**src/design/ddr_sram_regs.svh**
```systemverilog
// Purpose: Shared constants of the two-word burst SRAM port and its controller
// Assumes: One system clock; K and K# are phase levels made by the controller
// Notes: Definitions only
`ifndef DDR_SRAM_REGS_SVH
`define DDR_SRAM_REGS_SVH

`define DATA_W_DEFAULT 18
`define ADDR_W_DEFAULT 6
`define LANE_W 9
`define RD_LAT_FULL 2
`define RD_LAT_LEGACY 1
`define CMD_FIFO_DEPTH 32

`endif
```
**src/design/ddr_sram_pkg.sv**
```systemverilog
// Purpose: Types shared by both ends of the burst SRAM link
// Assumes: Nothing beyond the constants header
// Notes: Link clock phases are one-hot
package ddr_sram_pkg;
    typedef enum logic [2:0] {
        PH_PARK = 3'b001,
        PH_K = 3'b010,
        PH_KN = 3'b100
    } link_phase_t;
endpackage

```
**src/design/ddr_sram_link_if.sv**
```systemverilog
// Purpose: Pin bundle between memory controller and burst SRAM
// Assumes: Widths match on both ends
// Notes: Read data carries an output enable instead of a floating bus
`timescale 1ns/1ns
interface ddr_sram_link_if #(
    parameter int DATA_W = 18,
    parameter int ADDR_W = 6
);
    localparam int LANES = DATA_W / 9;
    logic k;
    logic k_n;
    logic read_port_select_n;
    logic write_port_select_n;
    logic [ADDR_W-1:0] addr;
    logic [DATA_W-1:0] d;
    logic [LANES-1:0] byte_lane_write_select_n;
    logic pll_disable_n;
    logic [DATA_W-1:0] q;
    logic q_oe;
    logic read_valid_flag;
    logic echo_clock;

    modport ctrl_mp (
        output k, k_n, read_port_select_n, write_port_select_n, addr, d,
        output byte_lane_write_select_n, pll_disable_n,
        input q, q_oe, read_valid_flag, echo_clock
    );
    modport dev_mp (
        input k, k_n, read_port_select_n, write_port_select_n, addr, d,
        input byte_lane_write_select_n, pll_disable_n,
        output q, q_oe, read_valid_flag, echo_clock
    );
endinterface

```
**src/design/cmd_fifo.sv**
```systemverilog
// Purpose: Command buffer with valid/ready on both sides
// Assumes: Depth is a power of two
// Notes: in_ready_out is registered so it can leave a top module directly
`timescale 1ns/1ns
module cmd_fifo #(
    parameter int WIDTH = 8,
    parameter int DEPTH = 32
) (
    input wire logic mclk_in,
    input wire logic rst_in,
    input wire logic in_valid_in,
    output logic in_ready_out,
    input wire logic [WIDTH-1:0] in_data_in,
    output logic out_valid_out,
    input wire logic out_ready_in,
    output logic [WIDTH-1:0] out_data_out
);
    localparam int PW = $clog2(DEPTH);
    logic [WIDTH-1:0] mem [DEPTH];
    logic [PW-1:0] wr_ptr;
    logic [PW-1:0] rd_ptr;
    logic [PW:0] count;
    logic [PW-1:0] next_wr_ptr;
    logic [PW-1:0] next_rd_ptr;
    logic [PW:0] next_count;
    logic next_in_ready;
    logic push;
    logic pop;

    assign out_valid_out = (count != '0);
    assign out_data_out = mem[rd_ptr];
    assign push = in_valid_in && in_ready_out;
    assign pop = out_valid_out && out_ready_in;

    always_comb begin
        next_wr_ptr = push ? wr_ptr + 1'b1 : wr_ptr;
        next_rd_ptr = pop ? rd_ptr + 1'b1 : rd_ptr;
        next_count = count + (PW+1)'(push) - (PW+1)'(pop);
        next_in_ready = (next_count != (PW+1)'(DEPTH));
    end

    always_ff @(posedge mclk_in or posedge rst_in) begin
        if (rst_in) begin
            wr_ptr <= '0;
            rd_ptr <= '0;
            count <= '0;
            in_ready_out <= 1'b0;
        end else begin
            wr_ptr <= next_wr_ptr;
            rd_ptr <= next_rd_ptr;
            count <= next_count;
            in_ready_out <= next_in_ready;
        end
    end

    always_ff @(posedge mclk_in) begin
        if (push) begin
            mem[wr_ptr] <= in_data_in;
        end
    end
endmodule

```
**src/design/ddr_sram_ctrl.sv**
```systemverilog
// Purpose: Memory controller end that issues bursts and collects read data
// Assumes: One command per K cycle; read and write never share a cycle
// Notes: Clock stop waits for no burst; the K rise into park gets no K# rise, so a read in flight is not collected intact
`timescale 1ns/1ns
`include "ddr_sram_regs.svh"
module ddr_sram_ctrl
    import ddr_sram_pkg::*;
#(
    parameter int DATA_W = `DATA_W_DEFAULT,
    parameter int ADDR_W = `ADDR_W_DEFAULT,
    parameter int FIFO_DEPTH = `CMD_FIFO_DEPTH
) (
    input wire logic mclk_in,
    input wire logic rst_in,
    input wire logic clk_run_in,
    input wire logic full_latency_in,
    input wire logic cmd_valid_in,
    output logic cmd_ready_out,
    input wire logic cmd_write_in,
    input wire logic [ADDR_W-1:0] cmd_addr_in,
    input wire logic [2*DATA_W-1:0] cmd_wdata_in,
    input wire logic [2*(DATA_W/`LANE_W)-1:0] cmd_sel_n_in,
    output logic [2*DATA_W-1:0] rdata_out,
    output logic rdata_valid_out,
    ddr_sram_link_if.ctrl_mp link
);
    localparam int LANES = DATA_W / `LANE_W;
    localparam int CW = 1 + ADDR_W + 2 * DATA_W + 2 * LANES;

    link_phase_t phase;
    link_phase_t next_phase;
    logic f_valid;
    logic f_pop;
    logic [CW-1:0] f_data;
    logic cur_write;
    logic [ADDR_W-1:0] cur_addr;
    logic [DATA_W-1:0] cur_d1;
    logic [LANES-1:0] cur_sel1_n;
    logic valid_d;
    logic word_sel;
    logic [DATA_W-1:0] word0;
    logic next_cur_write;
    logic [ADDR_W-1:0] next_cur_addr;
    logic [DATA_W-1:0] next_cur_d1;
    logic [LANES-1:0] next_cur_sel1_n;
    logic next_k;
    logic next_k_n;
    logic next_rps_n;
    logic next_wps_n;
    logic [ADDR_W-1:0] next_addr;
    logic [DATA_W-1:0] next_d;
    logic [LANES-1:0] next_sel_n;

    cmd_fifo #(
        .WIDTH(CW),
        .DEPTH(FIFO_DEPTH)
    ) u_fifo (
        .mclk_in(mclk_in),
        .rst_in(rst_in),
        .in_valid_in(cmd_valid_in),
        .in_ready_out(cmd_ready_out),
        .in_data_in({cmd_write_in, cmd_addr_in, cmd_wdata_in, cmd_sel_n_in}),
        .out_valid_out(f_valid),
        .out_ready_in(f_pop),
        .out_data_out(f_data)
    );

    // Only the K phase issues, so the FIFO stalls while clocks are parked
    assign f_pop = f_valid && (next_phase == PH_K);

    ////////////////////////////////////////////////////////////////////////////
    always_comb begin
        next_phase = phase;
        unique case (phase)
            PH_PARK: if (clk_run_in) next_phase = PH_KN;
            PH_K: next_phase = PH_KN;
            PH_KN: next_phase = clk_run_in ? PH_K : PH_PARK;
        endcase
        next_k = (next_phase != PH_KN);
        next_k_n = (next_phase != PH_K);
        next_rps_n = 1'b1;
        next_wps_n = 1'b1;
        next_addr = link.addr;
        next_d = link.d;
        next_sel_n = link.byte_lane_write_select_n;
        next_cur_write = cur_write;
        next_cur_addr = cur_addr;
        next_cur_d1 = cur_d1;
        next_cur_sel1_n = cur_sel1_n;
        if (f_pop) begin
            // Layout: write, address, word1, word0, selects1, selects0
            next_cur_write = f_data[CW-1];
            next_cur_addr = f_data[CW-2 -: ADDR_W];
            next_cur_d1 = f_data[2*LANES+DATA_W +: DATA_W];
            next_cur_sel1_n = f_data[LANES +: LANES];
            next_rps_n = f_data[CW-1];
            next_wps_n = !f_data[CW-1];
            if (!f_data[CW-1]) begin
                next_addr = f_data[CW-2 -: ADDR_W];
            end
            next_d = f_data[2*LANES +: DATA_W];
            next_sel_n = f_data[0 +: LANES];
        end else if (next_phase == PH_K) begin
            next_cur_write = 1'b0;
        end else if (phase == PH_K && cur_write) begin
            next_addr = cur_addr;
            next_d = cur_d1;
            next_sel_n = cur_sel1_n;
        end
    end

    always_ff @(posedge mclk_in or posedge rst_in) begin
        if (rst_in) begin
            phase <= PH_PARK;
            link.k <= 1'b1;
            link.k_n <= 1'b1;
            link.read_port_select_n <= 1'b1;
            link.write_port_select_n <= 1'b1;
            link.addr <= '0;
            link.d <= '0;
            link.byte_lane_write_select_n <= '1;
            link.pll_disable_n <= 1'b1;
            cur_write <= 1'b0;
            cur_addr <= '0;
            cur_d1 <= '0;
            cur_sel1_n <= '1;
        end else begin
            phase <= next_phase;
            link.k <= next_k;
            link.k_n <= next_k_n;
            link.read_port_select_n <= next_rps_n;
            link.write_port_select_n <= next_wps_n;
            link.addr <= next_addr;
            link.d <= next_d;
            link.byte_lane_write_select_n <= next_sel_n;
            link.pll_disable_n <= full_latency_in;
            cur_write <= next_cur_write;
            cur_addr <= next_cur_addr;
            cur_d1 <= next_cur_d1;
            cur_sel1_n <= next_cur_sel1_n;
        end
    end

    ////////////////////////////////////////////////////////////////////////////
    // Data follows the valid flag by one cycle, so capture on its delayed copy
    always_ff @(posedge mclk_in or posedge rst_in) begin
        if (rst_in) begin
            valid_d <= 1'b0;
            word_sel <= 1'b0;
            word0 <= '0;
            rdata_out <= '0;
            rdata_valid_out <= 1'b0;
        end else begin
            valid_d <= link.read_valid_flag;
            rdata_valid_out <= valid_d && word_sel;
            if (valid_d) begin
                word_sel <= !word_sel;
                if (word_sel) begin
                    rdata_out <= {link.q, word0};
                end else begin
                    word0 <= link.q;
                end
            end
        end
    end
endmodule

```
**src/flat_wrapper.sv**
```systemverilog
// flat-port wrapper written by rule: the top's interface ports become plain ports
module ddr_sram_ctrl_flat import ddr_sram_pkg::*;
#(
    parameter int DATA_W = `DATA_W_DEFAULT,
    parameter int ADDR_W = `ADDR_W_DEFAULT,
    parameter int FIFO_DEPTH = `CMD_FIFO_DEPTH
)
  (mclk_in, rst_in, clk_run_in, full_latency_in, cmd_valid_in, cmd_ready_out, cmd_write_in, cmd_addr_in, cmd_wdata_in, cmd_sel_n_in, rdata_out, rdata_valid_out, link_k, link_k_n, link_read_port_select_n, link_write_port_select_n, link_addr, link_d, link_byte_lane_write_select_n, link_pll_disable_n, link_q, link_q_oe, link_read_valid_flag, link_echo_clock);
  ddr_sram_link_if #(.DATA_W(DATA_W), .ADDR_W(ADDR_W)) link_i ();
  input wire logic mclk_in;
  input wire logic rst_in;
  input wire logic clk_run_in;
  input wire logic full_latency_in;
  input wire logic cmd_valid_in;
  output logic cmd_ready_out;
  input wire logic cmd_write_in;
  input wire logic [ADDR_W-1:0] cmd_addr_in;
  input wire logic [2*DATA_W-1:0] cmd_wdata_in;
  input wire logic [2*(DATA_W/`LANE_W)-1:0] cmd_sel_n_in;
  output logic [2*DATA_W-1:0] rdata_out;
  output logic rdata_valid_out;
  output wire logic [$bits(link_i.k)-1:0] link_k;
  output wire logic [$bits(link_i.k_n)-1:0] link_k_n;
  output wire logic [$bits(link_i.read_port_select_n)-1:0] link_read_port_select_n;
  output wire logic [$bits(link_i.write_port_select_n)-1:0] link_write_port_select_n;
  output wire logic [$bits(link_i.addr)-1:0] link_addr;
  output wire logic [$bits(link_i.d)-1:0] link_d;
  output wire logic [$bits(link_i.byte_lane_write_select_n)-1:0] link_byte_lane_write_select_n;
  output wire logic [$bits(link_i.pll_disable_n)-1:0] link_pll_disable_n;
  input wire logic [$bits(link_i.q)-1:0] link_q;
  input wire logic [$bits(link_i.q_oe)-1:0] link_q_oe;
  input wire logic [$bits(link_i.read_valid_flag)-1:0] link_read_valid_flag;
  input wire logic [$bits(link_i.echo_clock)-1:0] link_echo_clock;
  assign link_k = link_i.k;
  assign link_k_n = link_i.k_n;
  assign link_read_port_select_n = link_i.read_port_select_n;
  assign link_write_port_select_n = link_i.write_port_select_n;
  assign link_addr = link_i.addr;
  assign link_d = link_i.d;
  assign link_byte_lane_write_select_n = link_i.byte_lane_write_select_n;
  assign link_pll_disable_n = link_i.pll_disable_n;
  assign link_i.q = link_q;
  assign link_i.q_oe = link_q_oe;
  assign link_i.read_valid_flag = link_read_valid_flag;
  assign link_i.echo_clock = link_echo_clock;
  ddr_sram_ctrl #(.DATA_W(DATA_W), .ADDR_W(ADDR_W), .FIFO_DEPTH(FIFO_DEPTH)) u_core (.mclk_in(mclk_in), .rst_in(rst_in), .clk_run_in(clk_run_in), .full_latency_in(full_latency_in), .cmd_valid_in(cmd_valid_in), .cmd_ready_out(cmd_ready_out), .cmd_write_in(cmd_write_in), .cmd_addr_in(cmd_addr_in), .cmd_wdata_in(cmd_wdata_in), .cmd_sel_n_in(cmd_sel_n_in), .rdata_out(rdata_out), .rdata_valid_out(rdata_valid_out), .link(link_i));
endmodule
```
**config.mk**
```make
export PLATFORM = sky130hd
export DESIGN_NAME = ddr_sram_ctrl_flat
export DESIGN_NICKNAME = d
export VERILOG_FILES = /design/src/design/ddr_sram_pkg.sv /design/src/design/ddr_sram_link_if.sv /design/src/design/cmd_fifo.sv /design/src/design/ddr_sram_ctrl.sv /design/src/flat_wrapper.sv
export VERILOG_INCLUDE_DIRS = /design/src /design/src/design
export SDC_FILE = /design/constraint.sdc
export NUM_CORES = 2
export LEC_CHECK = 0
export BUFFER_PORTS_ARGS = -buffer_cell sky130_fd_sc_hd__buf_2
export CORE_MARGIN = 10
export CORE_UTILIZATION = 62
export CTS_CLUSTER_DIAMETER = 50
export CTS_CLUSTER_SIZE = 28
export DETAILED_ROUTE_END_ITERATION = 16
export PLACE_DENSITY = 0.87
export SYNTH_ARGS = -nofsm -noshare
export SYNTH_HDL_FRONTEND = slang
export SYNTH_SLANG_ARGS = --single-unit
export TNS_END_PERCENT = 100
```
**constraint.sdc**
```tcl
create_clock -name mclk_in -period 4.4 [get_ports mclk_in]
set_input_delay 0.44 -clock mclk_in [delete_from_list [all_inputs] [get_ports mclk_in]]
set_output_delay 0.44 -clock mclk_in [all_outputs]
set_load 0.05 [all_outputs]
```
Yosys cells after proc, flatten, opt, wreduce, memory -nomap -nowiden
Memories as Yosys holds them, arrays and structs flattened.
Cells that the tools add are included.
{"block": "word_totals", "ff_bits": 135, "latchBits": 0, "ramBits": 1504, "rom_bits": 0, "inputBits": 73, "out_inout_bits": 69, "elab_cells": 70, "mem_count": 1}
{"memory": "u_core.u_fifo.mem", "depth": 32, "width": 47, "rd": 1, "rd_ports_with_merged_regs": 0, "wr": 1, "line_no": "cmd_fifo.sv:19", "rtl": "logic [WIDTH-1:0] mem [DEPTH];"}
{"block": "classes", "addsub": 4, "mul": 0, "n_div": 0, "magnitude_cmp": 0, "eq_ne": 9, "shifts": 0, "n_mux": 19, "n_bitwise": 1, "n_reduce_logical": 14}
{"cell": "$mux 18", "count": 3}
{"cell": "$mux 6", "count": 4}
{"cell": "$add 5x1->5 const B", "count": 2}
{"cell": "$pmux 3 s3", "count": 1}
{"cell": "$mux 2", "count": 4}
{"cell": "$add 6x1->6", "count": 1}
{"cell": "$eq 3x2->1 const B", "count": 2}
{"cell": "$mux 1", "count": 6}
{"cell": "$ne 6x6->1 const B", "count": 1}
{"cell": "$reduce_and 2->1", "count": 3}
{"cell": "$reduce_bool 6->1", "count": 1}
{"cell": "$sub 6x1->6", "count": 1}
{"cell": "$logic_and 1x1->1", "count": 5}
{"cell": "$ne 2x2->1 const B", "count": 2}
{"cell": "$reduce_bool 2->1", "count": 2}
{"cell": "$eq 3x1->1 const B", "count": 1}
{"cell": "$eq 3x3->1 const B", "count": 1}
{"cell": "$mux 3", "count": 1}
{"cell": "$ne 3x2->1 const B", "count": 1}
{"cell": "$ne 3x3->1 const B", "count": 1}
{"cell": "$reduce_and 3->1", "count": 1}
{"cell": "$logic_not 1->1", "count": 2}
{"cell": "$not 1->1", "count": 1}

Logic depth before layout (Yosys ltp)
{"block": "logic_depth", "word_depth": 7, "ltp_mapped": 18, "ltp_nobuf": 15}

Modules after synthesis
Synthesis repeated with hierarchy kept, for this count alone.
{"block": "unflattened", "cells_unflattened": 2907, "hier_area_um2": 62397.3}
{"module": "cmd_fifo", "n_inst": 1, "cells_each": 2584, "area_per_inst_um2": 57724.1, "seq_area_each_um2": 45588.7}
{"module": "ddr_sram_ctrl", "n_inst": 1, "cells_each": 323, "area_per_inst_um2": 4673.2, "seq_area_each_um2": 2965.3}

Least setup slack after synthesis
OpenSTA, ideal clock, no wires.
{"block": "synth_timing", "path_kind": "flip-flop to flip-flop", "start": "register u_core.u_fifo.in_ready_out", "end": "memory u_core.u_fifo.mem[31][0] (netlist name) (enable)", "setup_ns": 0.452, "arrival_time_ns": 3.362, "required_ns": 3.948, "setup_slack_ns": 0.586, "path_stages_with_launch": 6, "path_buffers": 2, "synth_period_minus_slack_ns": 3.814, "path_cell_list": "dfrtp_1 > and2_1 > clkbuf_1 > nand2_1 > clkbuf_1 > nor2_1"}
{"block": "synth_between", "elab_chain_len": 3}
{"element": "start: declaration", "line_no": "cmd_fifo.sv:12", "rtl": "output logic in_ready_out,"}
{"element": "start signal: assignment", "line_no": "cmd_fifo.sv:52", "rtl": "in_ready_out <= next_in_ready;"}
{"element": "$logic_and 1x1->1", "line_no": "cmd_fifo.sv:32", "rtl": "assign push = in_valid_in && in_ready_out;"}
{"element": "$mux 1", "line_no": "cmd_fifo.sv:57", "rtl": "if (push) begin"}
{"element": "$mux 1 (implied by the code)", "line_no": "cmd_fifo.sv:58", "rtl": "mem[wr_ptr] <= in_data_in;"}
{"element": "end: declaration", "line_no": "cmd_fifo.sv:19"}
Every way passes these cells.

Worst setup path after layout
{"block": "layout_timing", "start": "register u_core.u_fifo.count[4]", "end": "register u_core.u_fifo.in_ready_out"}
{"block": "layout_between", "elab_chain_len": 5, "elab_cells_between_ends": 6, "classes_between": "2 x add/sub; 1 x eq/ne; 3 x reduce/logical"}
{"element": "start: declaration", "line_no": "cmd_fifo.sv:22", "rtl": "logic [PW:0] count;"}
{"element": "start signal: assignment", "line_no": "cmd_fifo.sv:51", "rtl": "count <= next_count;"}
{"element": "branches (longest 3 deep; another with $add 6x1->6)"}
{"element": "$sub 6x1->6 (*)", "line_no": "cmd_fifo.sv:38", "rtl": "next_count = count + (PW+1)'(push) - (PW+1)'(pop);"}
{"element": "net u_core.u_fifo.next_count[4]", "line_no": "cmd_fifo.sv:25", "rtl": "logic [PW:0] next_count;"}
{"element": "$ne 6x6->1 (*)", "line_no": "cmd_fifo.sv:39", "rtl": "next_in_ready = (next_count != (PW+1)'(DEPTH));"}
{"element": "net u_core.u_fifo.next_in_ready", "line_no": "cmd_fifo.sv:26", "rtl": "logic next_in_ready;"}
Mark *: on every way through the listed nets, which the timed path passes.
A chain may end at the register's enable or synchronous reset.

==> metrics.txt <==
# TYPE chip_impl_metric gauge
chip_impl_info{name="status",value="complete, but fails checks"} 1
chip_impl_info{name="failed_checks",value="hold timing"} 1
chip_impl_metric{name="std_cell_rows",unit=""} 116
chip_impl_metric{name="timing.fmax",unit="MHz"} 281
chip_impl_metric{name="postLayoutCoreUtil",unit="%"} 69.9
chip_impl_info{name="setup.worst_path.end_class",value="register"} 1
chip_impl_metric{name="hold_viol_final",unit=""} 4
chip_impl_metric{name="grt_max_degree",unit=""} 112
chip_impl_metric{name="floorplan.initialDensity",unit="%"} 62.4
chip_impl_info{name="synth_area_leaders",value="edfxtp_1 (73%), mux4_2 (16%), dfrtp_1 (5.0%), mux2_2 (1.2%), mux2i_1 (0.56%)"} 1
chip_impl_metric{name="post_synthesis_register_bit_count",unit=""} 1639
chip_impl_metric{name="timing.final.crit_period",unit="ps"} 3560
chip_impl_metric{name="drcViolationCount",unit=""} 0
chip_impl_metric{name="nFillCells",unit=""} 5393
chip_impl_metric{name="grt.total_usage",unit="%"} 29.4
chip_impl_metric{name="yosysWarningCount",unit=""} 0
chip_impl_metric{name="syn_area",unit="mm²"} 0.0623
chip_impl_metric{name="route.layer.met1.wl",unit="µm"} 53100
chip_impl_metric{name="met2_wirelength",unit="µm"} 82700
chip_impl_metric{name="setup_total_negative_slack",unit="ps"} 0
chip_impl_metric{name="globalRouteOverflowTotal",unit=""} 0
chip_impl_metric{name="met3RoutedLength",unit="µm"} 19200
chip_impl_metric{name="max-slew-margin-rel",unit="%"} 2.18
chip_impl_metric{name="avgSynthCellArea",unit="µm²"} 23.6
chip_impl_metric{name="postRouteAntennaNets",unit=""} 0
chip_impl_info{name="worstSetupStartpoint",value="u_core.u_fifo.count[4]"} 1
chip_impl_metric{name="synthDistinctLibCells",unit=""} 52
chip_impl_metric{name="grt_pass1_wl",unit="µm"} 236000
chip_impl_metric{name="gp_routability_congestion",unit=""} 0.829
chip_impl_metric{name="synth_fp_nets",unit=""} 2731
chip_impl_info{name="worst_setup_path_start_kind",value="register"} 1
chip_impl_metric{name="max-cap-violations",unit=""} 0
chip_impl_metric{name="synth_top_area_share",unit="%"} 72.5
chip_impl_info{name="rsz0062_at_grt",value="false"} 1
chip_impl_metric{name="num-nets-final",unit=""} 2963
chip_impl_metric{name="num_vias",unit=""} 31300
chip_impl_metric{name="die_area",unit="mm²"} 0.114
chip_impl_info{name="top_layer_used_by_detailed_routing",value="met5"} 1
chip_impl_metric{name="dp_worst_setup_slack",unit="ps"} 1060
chip_impl_metric{name="clkSlewWorstSetupHoldPaths",unit="ps"} 80
chip_impl_metric{name="critical_path_required",unit="ps"} 4990
chip_impl_info{name="cts_tree",value="done"} 1
chip_impl_metric{name="cts_sinks",unit=""} 1639
chip_impl_info{name="worst-setup-path-type",value="reg2reg"} 1
chip_impl_info{name="hold_path_class",value="in2async"} 1
chip_impl_metric{name="finish.cell_count_without_fillers",unit=""} 4288
chip_impl_info{name="regToRegStartpoint",value="u_core.u_fifo.count[4]"} 1
chip_impl_metric{name="die-height",unit="µm"} 337
chip_impl_metric{name="timing.hold.ws",unit="ps"} -2.91
chip_impl_metric{name="totalWireLength",unit="µm"} 164000
chip_impl_metric{name="finalSetupViolCount",unit=""} 0
chip_impl_metric{name="edff_count_synth",unit=""} 1504
chip_impl_metric{name="power_density",unit="mW/mm²"} 642
chip_impl_metric{name="power.ir.vdd_worst",unit="µV"} 438
chip_impl_metric{name="post-route-worst-setup-slack",unit="ps"} 840
chip_impl_info{name="synth_ff_type",value="edfxtp_1"} 1
chip_impl_metric{name="placed_cell_count",unit=""} 4030
chip_impl_metric{name="core_region",unit="mm²"} 0.0999
chip_impl_info{name="cts_root_buffer",value="clkbuf_16"} 1
chip_impl_metric{name="maxSlewViolCount",unit=""} 0
chip_impl_metric{name="areaGrowthSynthToFinish",unit="%"} 12.0
chip_impl_metric{name="dp_hpwl",unit="µm"} 83900
chip_impl_metric{name="insertion_delay",unit="ps"} 740
chip_impl_metric{name="io_buffer_count",unit=""} 139
chip_impl_metric{name="number_of_antenna_violations_at_the_first_check_in_global_routing",unit=""} 11
chip_impl_metric{name="drt-wirelength-per-cell",unit="µm"} 38.3
chip_impl_metric{name="drive_gt1_share",unit="%"} 34.0
chip_impl_metric{name="drt_pre_antenna_iters",unit=""} 6
chip_impl_metric{name="power.static_leakage",unit="nW"} 22.4
chip_impl_info{name="mostFrequentLayoutCells",value="edfxtp_1 (1504), mux4_2 (443), buf_2 (139)"} 1
chip_impl_metric{name="cts_buffer_depth",unit=""} 3
chip_impl_metric{name="postSynthCellCount",unit=""} 2644
chip_impl_metric{name="floorplan.die.width",unit="µm"} 337
chip_impl_metric{name="arrival",unit="ps"} 4150
chip_impl_metric{name="timing.final.crit_share",unit="%"} 80.9
chip_impl_metric{name="critPathMaxFanout",unit=""} 12
chip_impl_metric{name="final.setup_skew",unit="ps"} 42.1
chip_impl_metric{name="cts.htree.levels",unit=""} 3
chip_impl_metric{name="via_count_of_the_first_global_routing_pass",unit=""} 32400
chip_impl_info{name="synth_top_area_cell",value="edfxtp_1"} 1
chip_impl_metric{name="synthArstFlopShare",unit="%"} 8.24
chip_impl_info{name="most_common_library_cell_in_the_layout_ignoring_fill_and_taps",value="edfxtp_1"} 1
chip_impl_metric{name="actual_transition_at_the_worst_max_transition_pin",unit="ps"} 1460
chip_impl_metric{name="drtIter0Drc",unit=""} 4636
chip_impl_metric{name="share_of_the_yosys_chip_area_belonging_to_registers",unit="%"} 78.0
chip_impl_metric{name="vias_per_cell",unit=""} 7.29
chip_impl_metric{name="cts_made_buffers",unit=""} 121
chip_impl_metric{name="io_pins",unit=""} 142
==> state kept, by name, summed over array words and instances (netlist names), 2 cells and up <==
signal	cells
u_core.cur_d1	18
u_core.cur_sel1_n	2
u_core.link.addr	6
u_core.link.byte_lane_write_select_n	2
u_core.u_fifo.mem	1504
u_core.u_fifo.count	6
u_core.cur_addr	6
u_core.link.d	18
u_core.phase	3
u_core.word0	18
u_core.u_fifo.wr_ptr	5
u_core.u_fifo.rd_ptr	5
u_core.rdata_out	36
==> cell type report <==
| type | count | area (µm²) | area share (%) |
|---|---|---|---|
| clock inverter | 98 | 1210 | 1.73 |
| clock buffer | 131 | 3150 | 4.51 |
| inverter | 15 | 61.3 | 0.0879 |
| timing repair buffer | 246 | 1900 | 2.73 |
| antenna | 8 | 20.0 | 0.0287 |
| sequential | 1639 | 48600 | 69.6 |
| tap | 1298 | 1620 | 2.33 |
| multi-input combinational | 853 | 13200 | 19.0 |
==> routing by layer <==
layer	global-route usage (%)	up-vias
li1	-	11700
met1	37.0	16300
met2	48.7	2713
met5	0	-
met3	6.10	579
met4	15.2	4
==> metrics by stage <==
step / total power [mW] / hold WS [ps] / area [µm²]
after global placement: 31.8 / 462 / 65200
after CTS: 44.8 / 14.0 / 69700
after floorplan: 28.7 / 435 / 62300
after global routing: 46.0 / 77.7 / 69800
final: 44.8 / -2.91 / 69800
after detailed placement: 32.6 / 488 / 65200
==> power breakdown <==
group,leakage (nW),internal (mW),switching (mW),total [mW]
clock,2.12,5.95,6.06,12.0
sequential,15.1,18.5,1.19,19.7
combinational,5.15,5.70,7.32,13.0
total,22.4,30.2,14.6,44.8
==> cell usage after synthesis (16+ instances only) <==
library cell,n
a22oi_1,27
buf_1,16
buf_2,43
clkbuf_1,57
dfrtp_1,125
edfxtp_1,1504
mux2_2,69
mux2i_1,35
mux4_2,443
nand2_1,63
nor2_1,70
==> final timing paths <==
kind	endpoint	slack, ps	depth (start not counted)
max reg2reg	u_core.u_fifo.in_ready_out	840	15
min reg2reg	u_core.rdata_out[5]	500	1
max in group asynchronous	u_core.link.byte_lane_write_select_n[1]	3220	3
min in group mclk_in	u_core.u_fifo.mem[10][15]	180	1
max	u_core.u_fifo.in_ready_out	840	15
min	u_core.cur_addr[3]	-3	2
==> critical path: stages (launching register included) <==
cell and delay (ps):
dfrtp_1 370, inv_1 80, ha_1 150, nor4bb_1 590, or2_1 290, inv_2 160, ha_1 310, inv_1 40
ha_1 200, fa_1 440, a21oi_1 180, nor2_1 70, nor2_1 140, xnor2_1 110, nor2_1 180, nand3_1 90
==> kinds of logic after synthesis <==
logic type | Yosys count | synth area share, %
AOI/OAI and AO/OA | 107 | 1.33
xor gates and xnor gates | 12 | 0.169
adders and majority gates | 14 | 0.293
buffers and inverters | 152 | 1.19
DFF | 1639 | 78.0
muxes | 548 | 17.9
and+or+nand+nor | 172 | 1.20
==> timing repair <==
action / in CTS / in global routing
setup buffers: 0 / 0
endpoints found under the hold margin: 40 / 0
hold buffers: 21 / 0
gates resized for setup: 0 / 0
(Power assumes the default switching activity.)
